File: src/verilog/utrc_pkg.sv
/*
 Constants, field positions and state types of the serial core.
 Assumes one 25 MHz clock and a 32-bit APB slave port with 8 address bits.
*/
// How it works
// - Frame: start, data, parity, stop bits
// - Optional MSB-first data order
// - Seven data bits and two stop bits
// - Inverted transmit output option
// - Even parity generation and checking
// - Odd parity generation and checking
// - Zero parity sends 0, never checks
// - No parity bit, no parity error
// - Buffer write starts transmission when enabled
// - Buffer moves to shift register, bits appended
// - Completion request right after last stop
// - Transmitter idles until next buffer write
// - Buffer writable once shifting has begun
// - Status bit 1 shows buffer full
// - Status bit 0 shows shifting active
// - Flags step 11, 10, 01 continuously
// - Start bit confirmed low after divisor count
// - Stop bit: request, copy unless overrun
// - Parity error reported at frame end
// - Receiver checks exactly one stop bit
// - Reading error status clears all flags
// - Merge bit low: separate error request
package utrc_pkg;

   // ---------------------------------------------
   // Register byte addresses
   // ---------------------------------------------
   localparam logic [7:0] ADDR_MODE = 8'h00;
   localparam logic [7:0] ADDR_CTL = 8'h04;
   localparam logic [7:0] ADDR_DIV = 8'h08;
   localparam logic [7:0] ADDR_TXB = 8'h0c;
   localparam logic [7:0] ADDR_RXB = 8'h10;
   localparam logic [7:0] ADDR_ERR = 8'h14;
   localparam logic [7:0] ADDR_TXST = 8'h18;

   // ---------------------------------------------
   // Field positions and reset values
   // ---------------------------------------------
   localparam int M_POWER = 7;
   localparam int M_TXEN = 6;
   localparam int M_RXEN = 5;
   localparam int M_PSH = 4;
   localparam int M_PSL = 3;
   localparam int M_CL8 = 2;
   localparam int M_SL2 = 1;
   localparam int M_MERGE = 0;
   localparam int C_MSB = 1;
   localparam int C_INV = 0;
   localparam int E_FE = 2;
   localparam int E_PE = 1;
   localparam int E_OVE = 0;
   localparam int S_FULL = 1;
   localparam int S_BUSY = 0;
   localparam logic [7:0] MODE_RST = 8'h01;
   localparam logic [7:0] DIV_RST = 8'h10;
   localparam logic [7:0] RXB_RST = 8'hff;
   localparam logic [1:0] PAR_NONE = 2'h0;
   localparam logic [1:0] PAR_ZERO = 2'h1;
   localparam logic [1:0] PAR_ODD = 2'h2;
   localparam logic [1:0] PAR_EVEN = 2'h3;

   typedef enum logic [2:0] {
      RX_IDLE, RX_START, RX_DATA, RX_PAR, RX_STOP
   } utrc_rx_type;

endpackage

File: src/verilog/utrc_core.sv
/*
 Asynchronous serial transmitter and receiver with an APB register port.
 Assumes an APB master on CLK and a remote UART on the serial pins;
 the receive pin is asynchronous to CLK.
*/
// Added by the designer: the address map and the APB interface to the registers.
`timescale 1ns/1ns
module utrc_core import utrc_pkg::*; (
   input wire logic CLK,
   input wire logic RESETN,
   input wire logic PSEL,
   input wire logic PENABLE,
   input wire logic PWRITE,
   input wire logic [7:0] PADDR,
   input wire logic [31:0] PWDATA,
   output logic [31:0] PRDATA,
   output logic PREADY,
   output logic PSLVERR,
   input wire logic SERIAL_RX_PIN,
   output logic SERIAL_TX_PIN,
   output logic TX_COMPLETE_IRQ,
   output logic RX_COMPLETE_IRQ,
   output logic RX_ERROR_IRQ
);

   // ---------------------------------------------
   // State
   // ---------------------------------------------
   typedef struct packed {
      logic [7:0] mode;
      logic [1:0] ctl;
      logic [7:0] div;
      logic [7:0] txb;
      logic txb_full;
      logic [11:0] txs;
      logic [3:0] tx_left;
      logic [8:0] tx_cnt;
      logic tx_busy;
      logic tx_pin;
      logic tx_irq;
      logic [2:0] rx_sync;
      logic rxf;
      logic rxf_prev;
      utrc_rx_type rx_st;
      logic [8:0] rx_cnt;
      logic [3:0] rx_idx;
      logic [7:0] rxs;
      logic rx_par;
      logic rx_perr;
      logic [7:0] rxb;
      logic rxb_new;
      logic [2:0] err;
      logic rx_irq;
      logic rxe_irq;
      logic [31:0] prdata;
      logic pready;
      logic pslverr;
   } utrc_state_type;

   utrc_state_type s_q;
   utrc_state_type s_d;

   // ---------------------------------------------
   // Frame assembly
   // ---------------------------------------------
   // Bit 0 leaves first; unused upper positions are stop level
   function automatic logic [11:0] frame_of(input logic [7:0] d,
                                             input logic [7:0] m,
                                             input logic msb);
      logic [11:0] f;
      logic [7:0] o;
      logic p;
      int pos;
      f = 12'hfff;
      f[0] = 1'b0;
      pos = 1;
      o = d;
      if (msb) begin
         for (int i = 0; i < 8; i++) begin
            o[i] = m[M_CL8] ? d[7 - i] : ((i < 7) ? d[6 - i] : 1'b0);
         end
      end
      for (int i = 0; i < 8; i++) begin
         if (i < 7 || m[M_CL8]) begin
            f[pos] = o[i];
            pos = pos + 1;
         end
      end
      p = ^(m[M_CL8] ? d : {1'b0, d[6:0]});
      case ({m[M_PSH], m[M_PSL]})
         PAR_EVEN: begin
            f[pos] = p;
            pos = pos + 1;
         end
         PAR_ODD: begin
            f[pos] = ~p;
            pos = pos + 1;
         end
         PAR_ZERO: begin
            f[pos] = 1'b0;
            pos = pos + 1;
         end
         default: begin
            f[pos] = 1'b1;
         end
      endcase
      return f;
   endfunction

   // Start, data, parity if any, one or two stops
   function automatic logic [3:0] bits_of(input logic [7:0] m);
      return 4'd9 + {3'b000, m[M_SL2]} + {3'b000, m[M_CL8]}
             + {3'b000, (m[M_PSH] | m[M_PSL])};
   endfunction

   // ---------------------------------------------
   // Next state
   // ---------------------------------------------
   logic tx_en;
   logic rx_en;
   logic setup;
   logic acc;
   logic [8:0] half_last;
   logic [8:0] full_last;
   logic [1:0] ps;
   logic [7:0] rxd;
   logic [2:0] new_err;

   always_comb begin
      s_d = s_q;
      new_err = 3'h0;
      rxd = 8'h00;
      tx_en = s_q.mode[M_POWER] & s_q.mode[M_TXEN];
      rx_en = s_q.mode[M_POWER] & s_q.mode[M_RXEN];
      ps = {s_q.mode[M_PSH], s_q.mode[M_PSL]};
      half_last = {1'b0, s_q.div} - 9'd1;
      full_last = {s_q.div, 1'b0} - 9'd1;
      setup = PSEL & ~PENABLE;
      acc = PSEL & PENABLE & s_q.pready;
      s_d.tx_irq = 1'b0;
      s_d.rx_irq = 1'b0;
      s_d.rxe_irq = 1'b0;
      s_d.pready = 1'b0;
      s_d.pslverr = 1'b0;

      // APB: answer is set up during the setup cycle, zero wait states
      if (setup) begin
         s_d.pready = 1'b1;
         s_d.prdata = 32'h0;
         if (PADDR == ADDR_MODE) begin
            s_d.prdata[7:0] = s_q.mode;
         end else if (PADDR == ADDR_CTL) begin
            s_d.prdata[1:0] = s_q.ctl;
         end else if (PADDR == ADDR_DIV) begin
            s_d.prdata[7:0] = s_q.div;
         end else if (PADDR == ADDR_TXB) begin
            s_d.prdata[7:0] = s_q.txb;
         end else if (PADDR == ADDR_RXB) begin
            s_d.prdata[7:0] = s_q.rxb;
         end else if (PADDR == ADDR_ERR) begin
            s_d.prdata[2:0] = s_q.err;
         end else if (PADDR == ADDR_TXST) begin
            s_d.prdata[S_FULL] = s_q.txb_full;
            s_d.prdata[S_BUSY] = s_q.tx_busy;
         end else begin
            s_d.pslverr = 1'b1;
         end
      end
      if (acc && PWRITE) begin
         if (PADDR == ADDR_MODE) begin
            s_d.mode = PWDATA[7:0];
         end else if (PADDR == ADDR_CTL) begin
            s_d.ctl = PWDATA[1:0];
         end else if (PADDR == ADDR_DIV) begin
            s_d.div = PWDATA[7:0];
         end else if (PADDR == ADDR_TXB && tx_en) begin
            s_d.txb = PWDATA[7:0];
            s_d.txb_full = 1'b1;
         end
      end else if (acc) begin
         if (PADDR == ADDR_ERR) begin
            s_d.err = 3'h0;
         end else if (PADDR == ADDR_RXB) begin
            s_d.rxb_new = 1'b0;
         end
      end

      // ---------------------------------------------
      // Transmitter
      // ---------------------------------------------
      if (!tx_en) begin
         s_d.txb_full = 1'b0;
         s_d.tx_busy = 1'b0;
         s_d.tx_cnt = 9'h0;
      end else if (s_q.tx_busy) begin
         if (s_q.tx_cnt == full_last) begin
            s_d.tx_cnt = 9'h0;
            if (s_q.tx_left == 4'd1) begin
               s_d.tx_busy = 1'b0;
               s_d.tx_irq = 1'b1;
            end else begin
               s_d.txs = {1'b1, s_q.txs[11:1]};
               s_d.tx_left = s_q.tx_left - 4'd1;
            end
         end else begin
            s_d.tx_cnt = s_q.tx_cnt + 9'd1;
         end
      end else if (s_q.txb_full) begin
         // Frees the buffer as shifting begins
         s_d.txs = frame_of(s_q.txb, s_q.mode, s_q.ctl[C_MSB]);
         s_d.tx_left = bits_of(s_q.mode);
         s_d.txb_full = 1'b0;
         s_d.tx_busy = 1'b1;
         s_d.tx_cnt = 9'h0;
      end
      s_d.tx_pin = (s_d.tx_busy ? s_d.txs[0] : 1'b1) ^ s_q.ctl[C_INV];

      // ---------------------------------------------
      // Receiver
      // ---------------------------------------------
      s_d.rx_sync = {s_q.rx_sync[1:0], SERIAL_RX_PIN};
      if (s_q.rx_sync[1] == s_q.rx_sync[2]) begin
         s_d.rxf = s_q.rx_sync[2];
      end
      s_d.rxf_prev = s_q.rxf;
      if (!rx_en) begin
         s_d.rx_st = RX_IDLE;
         s_d.rx_cnt = 9'h0;
      end else begin
         case (s_q.rx_st)
            RX_IDLE: begin
               s_d.rx_cnt = 9'h0;
               if (s_q.rxf_prev && !s_q.rxf) begin
                  s_d.rx_st = RX_START;
               end
            end
            RX_START: begin
               s_d.rx_cnt = s_q.rx_cnt + 9'd1;
               if (s_q.rx_cnt == half_last) begin
                  s_d.rx_cnt = 9'h0;
                  s_d.rx_idx = 4'h0;
                  s_d.rx_par = 1'b0;
                  s_d.rx_perr = 1'b0;
                  s_d.rx_st = s_q.rxf ? RX_IDLE : RX_DATA;
               end
            end
            RX_DATA: begin
               s_d.rx_cnt = s_q.rx_cnt + 9'd1;
               if (s_q.rx_cnt == full_last) begin
                  s_d.rx_cnt = 9'h0;
                  s_d.rx_idx = s_q.rx_idx + 4'd1;
                  s_d.rx_par = s_q.rx_par ^ s_q.rxf;
                  if (s_q.ctl[C_MSB]) begin
                     s_d.rxs = {s_q.rxs[6:0], s_q.rxf};
                  end else begin
                     s_d.rxs = {s_q.rxf, s_q.rxs[7:1]};
                  end
                  if (s_q.rx_idx == (s_q.mode[M_CL8] ? 4'd7 : 4'd6)) begin
                     s_d.rx_st = (ps == PAR_NONE) ? RX_STOP : RX_PAR;
                  end
               end
            end
            RX_PAR: begin
               s_d.rx_cnt = s_q.rx_cnt + 9'd1;
               if (s_q.rx_cnt == full_last) begin
                  s_d.rx_cnt = 9'h0;
                  // Error is only noted here; reception runs on
                  if (ps == PAR_EVEN) begin
                     s_d.rx_perr = s_q.rx_par ^ s_q.rxf;
                  end else if (ps == PAR_ODD) begin
                     s_d.rx_perr = ~(s_q.rx_par ^ s_q.rxf);
                  end else begin
                     s_d.rx_perr = 1'b0;
                  end
                  s_d.rx_st = RX_STOP;
               end
            end
            RX_STOP: begin
               s_d.rx_cnt = s_q.rx_cnt + 9'd1;
               if (s_q.rx_cnt == full_last) begin
                  // A second stop bit is never looked at
                  s_d.rx_cnt = 9'h0;
                  s_d.rx_st = RX_IDLE;
                  if (s_q.mode[M_CL8]) begin
                     rxd = s_q.rxs;
                  end else if (s_q.ctl[C_MSB]) begin
                     rxd = {1'b0, s_q.rxs[6:0]};
                  end else begin
                     rxd = {1'b0, s_q.rxs[7:1]};
                  end
                  new_err[E_FE] = ~s_q.rxf;
                  new_err[E_PE] = s_q.rx_perr;
                  new_err[E_OVE] = s_q.rxb_new;
                  if (!s_q.rxb_new) begin
                     s_d.rxb = rxd;
                     s_d.rxb_new = 1'b1;
                  end
                  // Set wins over a same-cycle read clear
                  s_d.err = s_d.err | new_err;
                  if ((|new_err) && !s_q.mode[M_MERGE]) begin
                     s_d.rxe_irq = 1'b1;
                  end else begin
                     s_d.rx_irq = 1'b1;
                  end
               end
            end
            default: begin
               s_d.rx_st = RX_IDLE;
            end
         endcase
      end

      // Clock gate off clears status and receive data
      if (!s_q.mode[M_POWER]) begin
         s_d.err = 3'h0;
         s_d.rxb = RXB_RST;
         s_d.rxb_new = 1'b0;
      end
   end

   always_ff @(posedge CLK) begin
      if (!RESETN) begin
         s_q <= '0;
         s_q.mode <= MODE_RST;
         s_q.div <= DIV_RST;
         s_q.rxb <= RXB_RST;
         s_q.txs <= 12'hfff;
         s_q.tx_pin <= 1'b1;
         s_q.rx_sync <= 3'h7;
         s_q.rxf <= 1'b1;
         s_q.rxf_prev <= 1'b1;
      end else begin
         s_q <= s_d;
      end
   end

   assign PRDATA = s_q.prdata;
   assign PREADY = s_q.pready;
   assign PSLVERR = s_q.pslverr;
   assign SERIAL_TX_PIN = s_q.tx_pin;
   assign TX_COMPLETE_IRQ = s_q.tx_irq;
   assign RX_COMPLETE_IRQ = s_q.rx_irq;
   assign RX_ERROR_IRQ = s_q.rxe_irq;
endmodule

File: config.mk
export PLATFORM = sky130hd
export DESIGN_NAME = utrc_core
export DESIGN_NICKNAME = d
export VERILOG_FILES = /design/src/verilog/utrc_pkg.sv /design/src/verilog/utrc_core.sv
export SDC_FILE = /design/constraint.sdc
export NUM_CORES = 1
export LEC_CHECK = 0
export BUFFER_PORTS_ARGS = -buffer_cell sky130_fd_sc_hd__buf_2
export CAP_MARGIN = 10
export CORE_MARGIN = 4
export CORE_UTILIZATION = 45
export DETAILED_ROUTE_END_ITERATION = 7
export GPL_TIMING_DRIVEN = 0
export PLACE_DENSITY = 0.76
export SETUP_SLACK_MARGIN = 0.02
export SYNTH_ARGS = -nofsm -noshare
export SYNTH_HDL_FRONTEND = slang
export SYNTH_SLANG_ARGS = --single-unit
File: constraint.sdc
create_clock -name CLK -period 3.1 [get_ports CLK]
set_input_delay 0.31 -clock CLK [delete_from_list [all_inputs] [get_ports CLK]]
set_output_delay 0.31 -clock CLK [all_outputs]
set_load 0.01 [all_outputs]
# Word level (Yosys, flattened, before mapping)
# Index checks and enable logic that the tools add are counted.
[word_totals]
register_bits = 110
inputBits = 46
word_cells = 305
[classes]
n_addsub = 16
magnitude_cmp = 16
n_eq_ne = 27
n_mux = 156
n_bitwise = 22
reduce_logical = 39
[ops]
columns = ["cell", "count"]
rows = [
  ["$mux W32", 25],
  ["$mux W12", 24],
  ["$ge A32 B1 Y1 const B", 8],
  ["$lt A32 B6 Y1 const B", 8],
  ["$add A32 B2 Y32 const B", 7],
  ["$bwmux W12", 9],
  ["$mux W8", 10],
  ["$mux W16", 3],
  ["$mux W1", 47],
  ["$pmux W9 S5", 1],
  ["$pmux W12 S3", 1],
  ["$demux W1 S4", 8],
  ["$reduce_and A4 Y1", 7],
  ["$eq A9 B9 Y1", 3],
  ["$mux W27", 1],
  ["$mux W26", 1],
  ["$mux W25", 1],
  ["$eq A8 B5 Y1 const B", 3],
  ["$mux W6", 4],
  ["$add A9 B1 Y9 const B", 2],
  ["$eq A8 B4 Y1 const B", 2],
  ["$mux W3", 5],
  ["$pmux W3 S5", 1],
  ["$ne A2 B2 Y1 const B", 7],
  ["45 further kinds", 88],
]

# Logic depth before layout (Yosys ltp)
# Gate-level depths: netlist of the first run.
[depth]
depth_word = 44
mapped_depth = 13
depth_no_buf = 10

# Least setup slack after synthesis of the first run
# Ideal clock, no wire load.
[synth_timing]
kind = "register -> register"
start = "register s_q[116] in the netlist's numbering"
end = "register s_q[54] in the netlist's numbering"
setup_ns = 0.128
arrival_time_ns = 2.687
required_ns = 2.972
setup_slack_ns = 0.286
path_stages_with_launch = 11
synth_period_minus_slack_ns = 2.814
cell_sequence = "dfxtp_1 > buf_6 > or4_1 > buf_2 > or3_4 > a21oi_2 > nand4_4 > nor4_4 > buf_6 > mux2i_1 > nor2_1"
[synth_via]
elab_chain_len = 3
[synth_lines]
columns = ["item", "line", "source"]
rows = [
  ["from (decl)", "utrc_core.sv:60", "utrc_state_type s_q;"],
  ["$sub A9 B1 Y9", "utrc_core.sv:137", "full_last = {s_q.div, 1'b0} - 9'd1;"],
  ["$eq A9 B9 Y1", "utrc_core.sv:249", "if (s_q.rx_cnt == full_last) begin"],
  ["$reduce_and A3 Y1 (no line)", "-", ""],
]
# Every way passes these cells.
# A chain may end at the register's enable or synchronous reset.

# Final worst setup path of the first run
[layout_timing]
start = "register s_q[116] in the netlist's numbering"
end = "register s_q[72] in the netlist's numbering"
[layout_via]
elab_chain_len = 4
word_cells_on_any_way = 9
[layout_lines]
columns = ["item", "line"]
rows = [
  ["$sub A9 B1 Y9 or $sub A8 B1 Y9 (tied branches)", "utrc_core.sv:137, utrc_core.sv:136"],
  ["$eq A9 B9 Y1, on equally long branches", "-"],
  ["$ne A2 B2 Y1 (no line)", "-"],
  ["$reduce_and A6 Y1 (no line) *", "-"],
]
# Mark *: on every way between the ends. The rest lies on a longest branch, timed or not.

==> flow_metrics.py, run 1 <==
metrics = {
    "outcome": {
        "status": "finished, final reports clean",
    },
    "yosys": {
        "ys_warn_count": 0,
        "synth.avg_cell_area_um2": 8.03,
        "synth_area_leaders": "dfxtp_1 (34%), mux2i_1 (7.6%), nor2_1 (6.1%)",
        "ys_top_cells_by_count": "dfxtp_1 (110), nor2_1 (105), nand2_1 (63), clkbuf_1 (52)",
        "yosys.area.top_type_share_pct": 34.0,
        "async_flop_share_pct": 0,
        "synth.most_common_cell": "dfxtp_1",
        "synthCells": 806,
        "synth_cell_type_count": 67,
        "yosysTopAreaCell": "dfxtp_1",
        "yosysSeqAreaShare_pct": 34.0,
        "ys_seq_elements": 110,
        "syn_area_um2": 6470,
        "ys.flop_type": "dfxtp_1",
        "synth-edff-count": 0,
    },
    "critical_path": {
        "timing.rr.end": "s_q[72]",
        "crit_required_ns": 3.37,
        "rr_startpoint": "s_q[116]",
        "endpoint_kind": "register",
        "cp-start-kind": "register",
        "crit_type": "reg2reg",
        "worstPathArrival_ns": 3.26,
        "crit_path_max_fanout": 10,
        "r2r_cells": 10,
        "reg2reg_setup_slack_ns": 0.12,
    },
    "place": {
        "dp_hpwl_um": 12200,
        "io_buffers": 32,
        "placed_cells": 1041,
        "place_ws_ns": -0.241,
        "placed_area_um2": 6940,
        "gp_congestion": 0.918,
    },
    "grt": {
        "overflow": 0,
        "grt_pass1_wl_um": 26500,
        "track_usage_pct": 20.1,
        "grt_antenna_before_repair": 0,
        "grt_pass1_vias": 5311,
        "grt_start_max_net_pins": 18,
    },
    "sta": {
        "finalSetupViolCount": 0,
        "hold_viol": 0,
        "relSlewSlack_pct": 44.7,
        "timing.fmax_ghz": 0.335,
        "min_period_ns": 2.98,
        "whs_ns": 0.134,
        "finClkSkew_ns": 0.0111,
        "fin_crit_sh_pct": 96.2,
        "fin_ws_ns": 0.117,
        "worst_pin_slew_ns": 0.830,
        "rsz0062_at_grt": "false",
        "slew_violations": 0,
    },
    "detailed_routing": {
        "dr_wl_met2_um": 8060,
        "wl_met3_um": 802,
        "drcViolationCount": 0,
        "drtIter0Drc": 460,
        "m1WireLength_um": 7590,
        "first_pass_iters": 7,
        "wl_um": 16800,
        "highest-signal-layer": "met4",
        "antenna_left": 0,
        "wire_per_inst_um": 15.8,
        "viasPerCell": 5.48,
        "via_count": 5820,
    },
    "power": {
        "p_sw_share_pct": 23.1,
        "vdd_drop_max_mv": 0.383,
        "power.density_nw_per_um2": 359,
        "power_switching_mw": 0.609,
        "internal_power_mw": 2.03,
        "seq_power_share_pct": 53.6,
        "p_leak_nw": 2.82,
        "clock_power_share_pct": 41.8,
        "comb_power_share_pct": 4.6,
    },
    "floorplanning": {
        "start_util_pct": 46.3,
        "core_area_um2": 14000,
        "pin_count": 84,
        "die_area_um2": 16400,
        "rows": 43,
        "die_w_um": 128,
        "die_y_um": 128,
    },
    "cells_and_area": {
        "final_util_pct": 52.5,
        "num_antenna_cells": 0,
        "stdcell_count": 1062,
        "num-fill-cells": 1320,
        "syn2layout_area_growth_pct": 13.6,
        "finish.instance_area_um2": 7350,
        "fin_nets": 932,
        "multi_input_area_um2": 3860,
        "ff_latch_area_um2": 2200,
        "drive_gt1_share_pct": 14.2,
    },
    "cts": {
        "h-tree-depth": 3,
        "clock_latency_ns": 0.36,
        "path_clk_slew_ns": 0.08,
        "numCtsBuffers": 9,
        "cts_tree": "built",
        "clock_path_buffers": 2,
        "cts_sinks": 110,
        "cts_root_buffer": "clkbuf_16",
        "cts_hold_buf": 0,
    },
    "min_path": {
        "hold_start": "SERIAL_RX_PIN",
        "hold_end": "s_d[77]",
        "holdCritPathClass": "in2reg",
        "min_delay_path_depth": 2,
    },
    "run": {
        "maxCapViolations": 0,
    },
}
## per-layer routing
layer	track usage, %	vias to the layer above
li1	-	2921
met2	33.2	142
met5	0	-
met4	6.55	0
met3	4.96	22
met1	25.9	2735
## power groups by stage
stage	clock network [mW]	logic, mW	registers [mW]
4_1_cts	1.12	0.119	1.42
3_5_place_dp	0	0.119	1.45
2_1_floorplan	0	0.0792	1.45
3_3_place_gp	0	0.118	1.45
6_report	1.10	0.121	1.42
5_1_grt	1.18	0.130	1.42
## flip-flops by register name, indices dropped and copies added, names as in the netlist
name	flops
PRDATA	8
RX_COMPLETE_IRQ	1
s_d	3
s_q	91
ps	2
RX_ERROR_IRQ	1
PREADY	1
PSLVERR	1
SERIAL_TX_PIN	1
TX_COMPLETE_IRQ	1
## through the flow
stage / power [mW] / TNS (ns)
floorplan: 1.53 / 0
global route: 2.73 / 0
CTS: 2.66 / 0
finish: 2.64 / 0
global placement: 1.57 / -2.81
detailed placement: 1.57 / -3.54
## cell families after synthesis
| kind of cell | Yosys count | share of synthesized area (%) |
|---|---|---|
| XOR/XNOR | 40 | 6.26 |
| buffers and inverters | 114 | 8.74 |
| AND/OR/NAND/NOR | 307 | 23.3 |
| flip-flops | 110 | 34.0 |
| multiplexers | 59 | 9.32 |
| adder cells (fa/ha/maj) | 9 | 1.74 |
| other | 1 | 0.0579 |
| AO/OA/AOI/OAI | 166 | 16.5 |
## worst max path at each step
stage,from,endpoint,slack (ns),cells past startpoint
floorplan,s_q[116],s_q[54],0.29,10
global placement,s_q[116],s_q[56],-0.22,11
detailed placement,s_q[116],s_q[54],-0.24,11
CTS,s_q[116],s_q[72],0.006,11
global route,s_q[116],s_q[72],0.007,10
finish,s_q[116],s_q[72],0.12,10
## layout by cell type, fill, tap and decap left out, types with 9 or more instances in the layout
cell type,n
nand2_1,63
dfxtp_1,110
mux2i_1,49
nor2_1,105
nand2b_1,12
buf_2,33
a21oi_1,49
or3_1,9
xnor2_1,22
conb_1,24
nor3_1,19
buf_4,38
a211oi_1,9
o21ai_0,37
clkbuf_16,9
mux2_2,10
inv_1,22
and3_1,18
xor2_1,14
nand3_1,31
o211ai_1,12
clkbuf_1,50
## timing repair
item                       in CTS  in global routing
setup endpoints to repair      35                 45
pin swaps                       5                  6
setup buffers                   6                  1
resized for setup               6                 14
## area by class of cell
class	count	area share, %
Inverter	23	1.17
Tap cell	180	3.06
Buffer	89	6.54
Multi-Input combinational cell	605	52.5
Clock inverter	4	0.443
Sequential cell	110	30.0
Clock buffer	12	3.35
Timing Repair Buffer	39	2.94
## worst max-delay path, cell delays in order, from the launching register on
cell and delay (ns):
dfxtp_1 0.31, buf_6 0.14, or4_4 0.53, buf_6 0.15, or2_2 0.31, xor2_1 0.17
a311oi_2 0.31, nand3_2 0.17, buf_6 0.16, or4_1 0.41, a211oi_2 0.23
Power figures use the tool's default switching activity.
==> run 2, diff against run 1 <==
--- a/config.mk
+++ b/config.mk
@@ -8,10 +8,10 @@
 export BUFFER_PORTS_ARGS = -buffer_cell sky130_fd_sc_hd__buf_2
 export CAP_MARGIN = 10
 export CORE_MARGIN = 4
-export CORE_UTILIZATION = 45
+export CORE_UTILIZATION = 50
 export DETAILED_ROUTE_END_ITERATION = 7
 export GPL_TIMING_DRIVEN = 0
-export PLACE_DENSITY = 0.76
+export PLACE_DENSITY = 0.82
 export SETUP_SLACK_MARGIN = 0.02
 export SYNTH_ARGS = -nofsm -noshare
 export SYNTH_HDL_FRONTEND = slang
==> flow_metrics.py, run 2 (synthesis results as in run 1) <==
metrics = {
    "outcome": {
        "status": "finished, final reports clean",
    },
    "sta": {
        "worst_pin_slew_ns": 0.738,
        "finalSetupViolCount": 0,
        "fin_crit_sh_pct": 95.9,
        "min_period_ns": 2.97,
        "whs_ns": 0.129,
        "relSlewSlack_pct": 50.8,
        "fin_ws_ns": 0.126,
        "slew_violations": 0,
        "timing.fmax_ghz": 0.336,
        "finClkSkew_ns": 0.00757,
        "hold_viol": 0,
        "rsz0062_at_grt": "false",
    },
    "cells_and_area": {
        "ff_latch_area_um2": 2200,
        "regMostFlops": "s_q",
        "final_common_cell": "dfxtp_1",
        "largest_register_ffs": 91,
        "layout_common_cells": "dfxtp_1 (110), nor2_1 (105), nand2_1 (63), mux2i_1 (49), a21oi_1 (49)",
        "finish.instance_area_um2": 7380,
        "multi_input_area_um2": 3860,
        "syn2layout_area_growth_pct": 14.1,
        "drive_gt1_share_pct": 14.5,
        "num-fill-cells": 1131,
        "num_antenna_cells": 0,
        "fin_nets": 934,
    },
    "detailed_routing": {
        "first_pass_iters": 5,
        "via_count": 5923,
        "drcViolationCount": 0,
        "antenna_left": 0,
        "wl_um": 16600,
        "drtIter0Drc": 530,
        "viasPerCell": 5.61,
        "wire_per_inst_um": 15.7,
    },
    "critical_path": {
        "path_cells": "inv_1 -> ha_2 -> xor2_1 -> nand4_1 -> nor4_1 -> nand4_1 -> and3_1 -> o21a_1 -> and3_1 -> a311o_1",
        "endpoint_kind": "register",
        "crit_family": "simple AND/OR/NAND/NOR gates",
        "worstPathArrival_ns": 3.22,
        "crit_path_max_fanout": 7,
        "slowest_delay_ns": 0.51,
        "slowest_stage": "dfxtp_1",
        "crit_type": "reg2reg",
        "crit_buf_inv": 1,
        "cp-start-kind": "register",
        "crit_required_ns": 3.35,
    },
    "grt": {
        "grt_pass1_vias": 5374,
        "grt_use_met2_pct": 37.6,
        "grt-busiest-layer": "met2",
        "grt_antenna_before_repair": 0,
        "use_met1_pct": 29.4,
        "overflow": 0,
        "grt_pass1_wl_um": 26900,
        "grt_start_max_net_pins": 19,
        "track_usage_pct": 22.6,
        "gr-usage-met3_pct": 4.97,
    },
    "power": {
        "fin_total_pwr_mw": 2.71,
        "p_leak_nw": 2.85,
        "vdd_drop_max_mv": 0.555,
        "power.density_nw_per_um2": 367,
    },
    "floorplanning": {
        "die_w_um": 122,
        "pin_count": 84,
        "die_y_um": 122,
        "start_util_pct": 51.1,
        "die_area_um2": 14800,
        "rows": 41,
        "core_area_um2": 12700,
    },
    "cts": {
        "cts_sinks": 110,
        "path_clk_slew_ns": 0.07,
        "cts_root_buffer": "clkbuf_16",
        "clock_path_buffers": 2,
        "h-tree-depth": 3,
        "cts_hold_buf": 0,
        "cts_tree": "built",
        "numCtsBuffers": 9,
        "clock_latency_ns": 0.36,
    },
    "min_path": {
        "holdCritPathClass": "in2reg",
    },
    "run": {
        "maxCapViolations": 0,
    },
    "place": {
        "dp_hpwl_um": 11900,
        "gp_congestion": 0.935,
        "placed_area_um2": 6930,
        "io_buffers": 32,
        "place_ws_ns": -0.275,
    },
}
run 2: changes by cell type in the layout (fill, tap and decap cells not counted), sizes merged:
cell	delta
clkbuf	-3
clkinvlp	-2
inv	+3
bufinv	+1
buf	+2
clkinv	+1
run 2: worst reg2reg max path, stage by stage (launching register included):
cell     delay [ns]
dfxtp_1        0.51
inv_1          0.09
ha_2           0.38
xor2_1         0.17
nand4_1        0.20
nor4_1         0.40
nand4_1        0.22
and3_1         0.23
o21a_1         0.22
and3_1         0.18
a311o_1        0.27
run 2: final cells by class:
class	instances	area share [%]
Buffer	89	6.59
Clock buffer	9	3.05
Clock inverter	7	0.966
Inverter	23	1.17
Multi-Input combinational cell	605	52.3
Sequential cell	110	29.8
Tap cell	172	2.92
Timing Repair Buffer	41	3.14
run 2: metrics by stage:
stage	setup TNS [ns]	cells	utilization [%]
4_1_cts	0	1056	57.8
3_3_place_gp	-2.12	1033	54.7
3_5_place_dp	-4.61	1033	54.7
2_1_floorplan	0	829	-
5_1_grt	0	1056	58.3
6_report	0	1056	58.3
run 2: path summary, 6_finish.rpt:
| kind | slack, ns | cells past startpoint | endpoint | start |
|---|---|---|---|---|
| max | 0.13 | 10 | s_q[70] | s_q[117] |
| min | 0.13 | 2 | s_d[77] | SERIAL_RX_PIN |
| max reg2reg | 0.13 | 10 | s_q[70] | s_q[117] |
| min reg2reg | 0.41 | 1 | s_d[78] | s_d[77] |
run 2: timing repair:
action / CTS / global route
pin swaps: 5 / 5
cloned: 0 / 0
setup buffers: 7 / 2
endpoints found under the setup margin: 33 / 58
gates resized for setup: 8 / 16
run 2: report_power, final:
part           internal [mW]  switching, mW
Sequential              1.41        0.00115
Combinational         0.0463         0.0740
Clock                  0.632          0.544
run 2: per-layer routing:
metal,part of all wire [%],vias up,routed length (um)
li1,-,2929,-
met1,42,2771,6890
met2,50,193,8290
met3,6.3,30,1050
met4,1.9,0,322
met5,0,-,0
==> run 3, diff against run 2 <==
--- a/config.mk
+++ b/config.mk
@@ -5,6 +5,7 @@
 export SDC_FILE = /design/constraint.sdc
 export NUM_CORES = 1
 export LEC_CHECK = 0
+export ABC_AREA = 1
 export BUFFER_PORTS_ARGS = -buffer_cell sky130_fd_sc_hd__buf_2
 export CAP_MARGIN = 10
 export CORE_MARGIN = 4
==> flow_metrics.py, run 3 <==
metrics = {
    "outcome": {
        "status": "finished, final reports clean",
    },
    "cts": {
        "clock_path_buffers": 2,
        "path_clk_slew_ns": 0.07,
        "cts_hold_buf": 0,
        "cts_sinks": 110,
        "numCtsBuffers": 9,
        "cts_tree": "built",
        "cts_resized": 0,
        "cts_root_buffer": "clkbuf_16",
        "clock_latency_ns": 0.36,
        "cts_setup_buffers": 0,
        "h-tree-depth": 3,
    },
    "floorplanning": {
        "die_w_um": 122,
        "start_util_pct": 51.3,
        "die_y_um": 122,
        "core_area_um2": 12700,
        "die_area_um2": 15000,
        "pin_count": 84,
        "rows": 41,
    },
    "yosys": {
        "ys_warn_count": 0,
        "synthCells": 998,
        "ys_top_cells_by_count": "nand2_1 (244), dfxtp_1 (110), inv_1 (108), nand3_1 (98), a21oi_1 (87)",
        "synth.most_common_cell": "nand2_1",
        "async_flop_share_pct": 0,
        "yosysSeqAreaShare_pct": 33.7,
        "syn_area_um2": 6530,
        "synth_area_leaders": "dfxtp_1 (34%), nand2_1 (14%), nand3_1 (7.5%)",
        "synth_cell_type_count": 46,
        "yosys.area.top_type_share_pct": 33.7,
        "ys.flop_type": "dfxtp_1",
        "yosysTopAreaCell": "dfxtp_1",
        "synth-edff-count": 0,
        "synth.avg_cell_area_um2": 6.54,
        "ys_seq_elements": 110,
    },
    "detailed_routing": {
        "wire_per_inst_um": 14.3,
        "first_pass_iters": 7,
        "antenna_left": 0,
        "via_count": 6714,
        "drcViolationCount": 0,
        "viasPerCell": 5.40,
        "wl_um": 17800,
        "drtIter0Drc": 633,
    },
    "cells_and_area": {
        "largest_register_ffs": 91,
        "num_antenna_cells": 0,
        "stdcell_count": 1244,
        "final_common_cell": "nand2_1",
        "syn2layout_area_growth_pct": 12.3,
        "drive_gt1_share_pct": 13.1,
        "regMostFlops": "s_q",
        "fin_nets": 1122,
        "layout_common_cells": "nand2_1 (244), dfxtp_1 (110), inv_1 (108), nand3_1 (98), a21oi_1 (87)",
    },
    "sta": {
        "fin_ws_ns": 0.448,
        "relSlewSlack_pct": 51.8,
        "slew_violations": 0,
        "finalSetupTns_ns": 0,
        "worst_pin_slew_ns": 0.721,
        "min_period_ns": 2.65,
        "finClkSkew_ns": 0.00697,
        "rsz0062_at_grt": "false",
        "hold_viol": 0,
        "finalSetupViolCount": 0,
        "fin_crit_sh_pct": 85.5,
        "timing.fmax_ghz": 0.377,
    },
    "run": {
        "maxCapViolations": 0,
    },
    "critical_path": {
        "crit_required_ns": 3.32,
        "crit_type": "reg2reg",
        "reg2reg_setup_slack_ns": 0.45,
        "cp-start-kind": "register",
        "path_common_cell": "nand2_1",
        "rr_startpoint": "s_q[116]",
        "critical_path.startpoint": "s_q[116]",
        "path_cells": "buf_2 -> inv_4 -> ha_1 -> buf_2 -> inv_1 -> nand2_1 -> nand2_1 -> nand2_1 -> nand2_1 -> nor2_2 -> nand3_1 -> nor2_2 -> nand4_2 -> a21oi_4 -> inv_2 -> buf_6 -> nand2_1 -> nand3_1",
        "crit_path_max_fanout": 10,
        "worstPathArrival_ns": 2.87,
        "slowest_stage": "dfxtp_1",
        "endpoint_kind": "register",
        "slowest_delay_ns": 0.30,
    },
    "place": {
        "io_buffers": 35,
        "dp_hpwl_um": 13600,
        "gp_congestion": 0.975,
        "placed_cells": 1228,
        "place_ws_ns": 0.477,
    },
    "grt": {
        "grt_pass1_vias": 5998,
        "overflow": 0,
        "track_usage_pct": 24.5,
        "use_met1_pct": 32.5,
        "grt_start_max_net_pins": 18,
        "gr-usage-met3_pct": 4.75,
        "grt_pass1_wl_um": 29200,
        "grt_use_met2_pct": 39.1,
        "grt_antenna_before_repair": 0,
        "grt-busiest-layer": "met2",
    },
    "min_path": {
        "hold_start": "SERIAL_RX_PIN",
        "holdCritPathClass": "in2reg",
    },
    "power": {
        "p_leak_nw": 3.16,
        "power_switching_mw": 0.611,
        "power.density_nw_per_um2": 382,
        "p_sw_share_pct": 21.8,
        "seq_power_share_pct": 50.6,
        "comb_power_share_pct": 3.9,
        "vdd_drop_max_mv": 0.299,
        "clock_power_share_pct": 45.6,
        "internal_power_mw": 2.19,
    },
}
## run 3: changes by cell type in the layout (fill, tap and decap cells not counted), sizes merged, moves of 17 or more
cell | previous run | this run
a21oi | 51 | 90
o21ai | 38 | 77
inv | 25 | 117
nand3 | 32 | 101
nand2 | 63 | 258
clkbuf | 59 | 28
and3 | 18 | 1
xnor2 | 22 | 5
mux2i | 49 | 0
## run 3: cell type report
cell class                 count  area [um^2]
fill                        1274         5390
multi-input combinational    731         3590
sequential                   110         2200
inverter                     121          459
buffer                        59          369
clock buffer                  11          243
tap                          172          215
timing repair buffer          35          175
clock inverter                 5         81.3
## run 3: cells by family (layout without fill, tap and decap cells)
family	Yosys count	in the layout	share of synthesized area, %
flops	110	110	33.7
other cells	1	24	0.0574
simple gates	492	492	33.9
compound gates	190	190	15.8
buf+inv	180	231	12.7
xor+xnor	16	16	2.15
fa+ha+maj	9	9	1.72
## run 3: metrics by stage
step | hold slack, ns | util (%) | area [um^2] | power [mW]
floorplan | 0.393 | - | 6620 | 1.51
global placement | 0.393 | 55.1 | 7010 | 1.55
detailed placement | 0.402 | 55.1 | 7010 | 1.55
CTS | 0.128 | 57.6 | 7330 | 2.82
global route | 0.146 | 57.6 | 7330 | 2.89
finish | 0.136 | 57.6 | 7330 | 2.80
## run 3: final timing paths
kind,end,cells after the start
setup / recovery,s_q[100],18
hold / removal,s_d[77],2
setup reg to reg,s_q[100],18
hold reg to reg,s_d[78],1
## run 3: critical path: cells and delay by family, from the launching register on
family          cells  cell delay [ns]
fa+ha+maj           1             0.16
compound gates      1             0.26
buf+inv             6             0.84
flops               1             0.30
simple gates       10             0.94
## run 3: routing by layer
metal  wire (um)  vias up
met5           0        -
met4         568        0
met3        1480       47
met2        8060      279
met1        7660     3054
li1            -     3334
## run 3: power by group through the flow
stage | clock, mW | sequential [mW] | combinational, mW
2_1_floorplan | 0 | 1.45 | 0.0655
3_3_place_gp | 0 | 1.45 | 0.104
3_5_place_dp | 0 | 1.45 | 0.105
4_1_cts | 1.30 | 1.42 | 0.105
5_1_grt | 1.35 | 1.42 | 0.118
6_report | 1.27 | 1.42 | 0.108
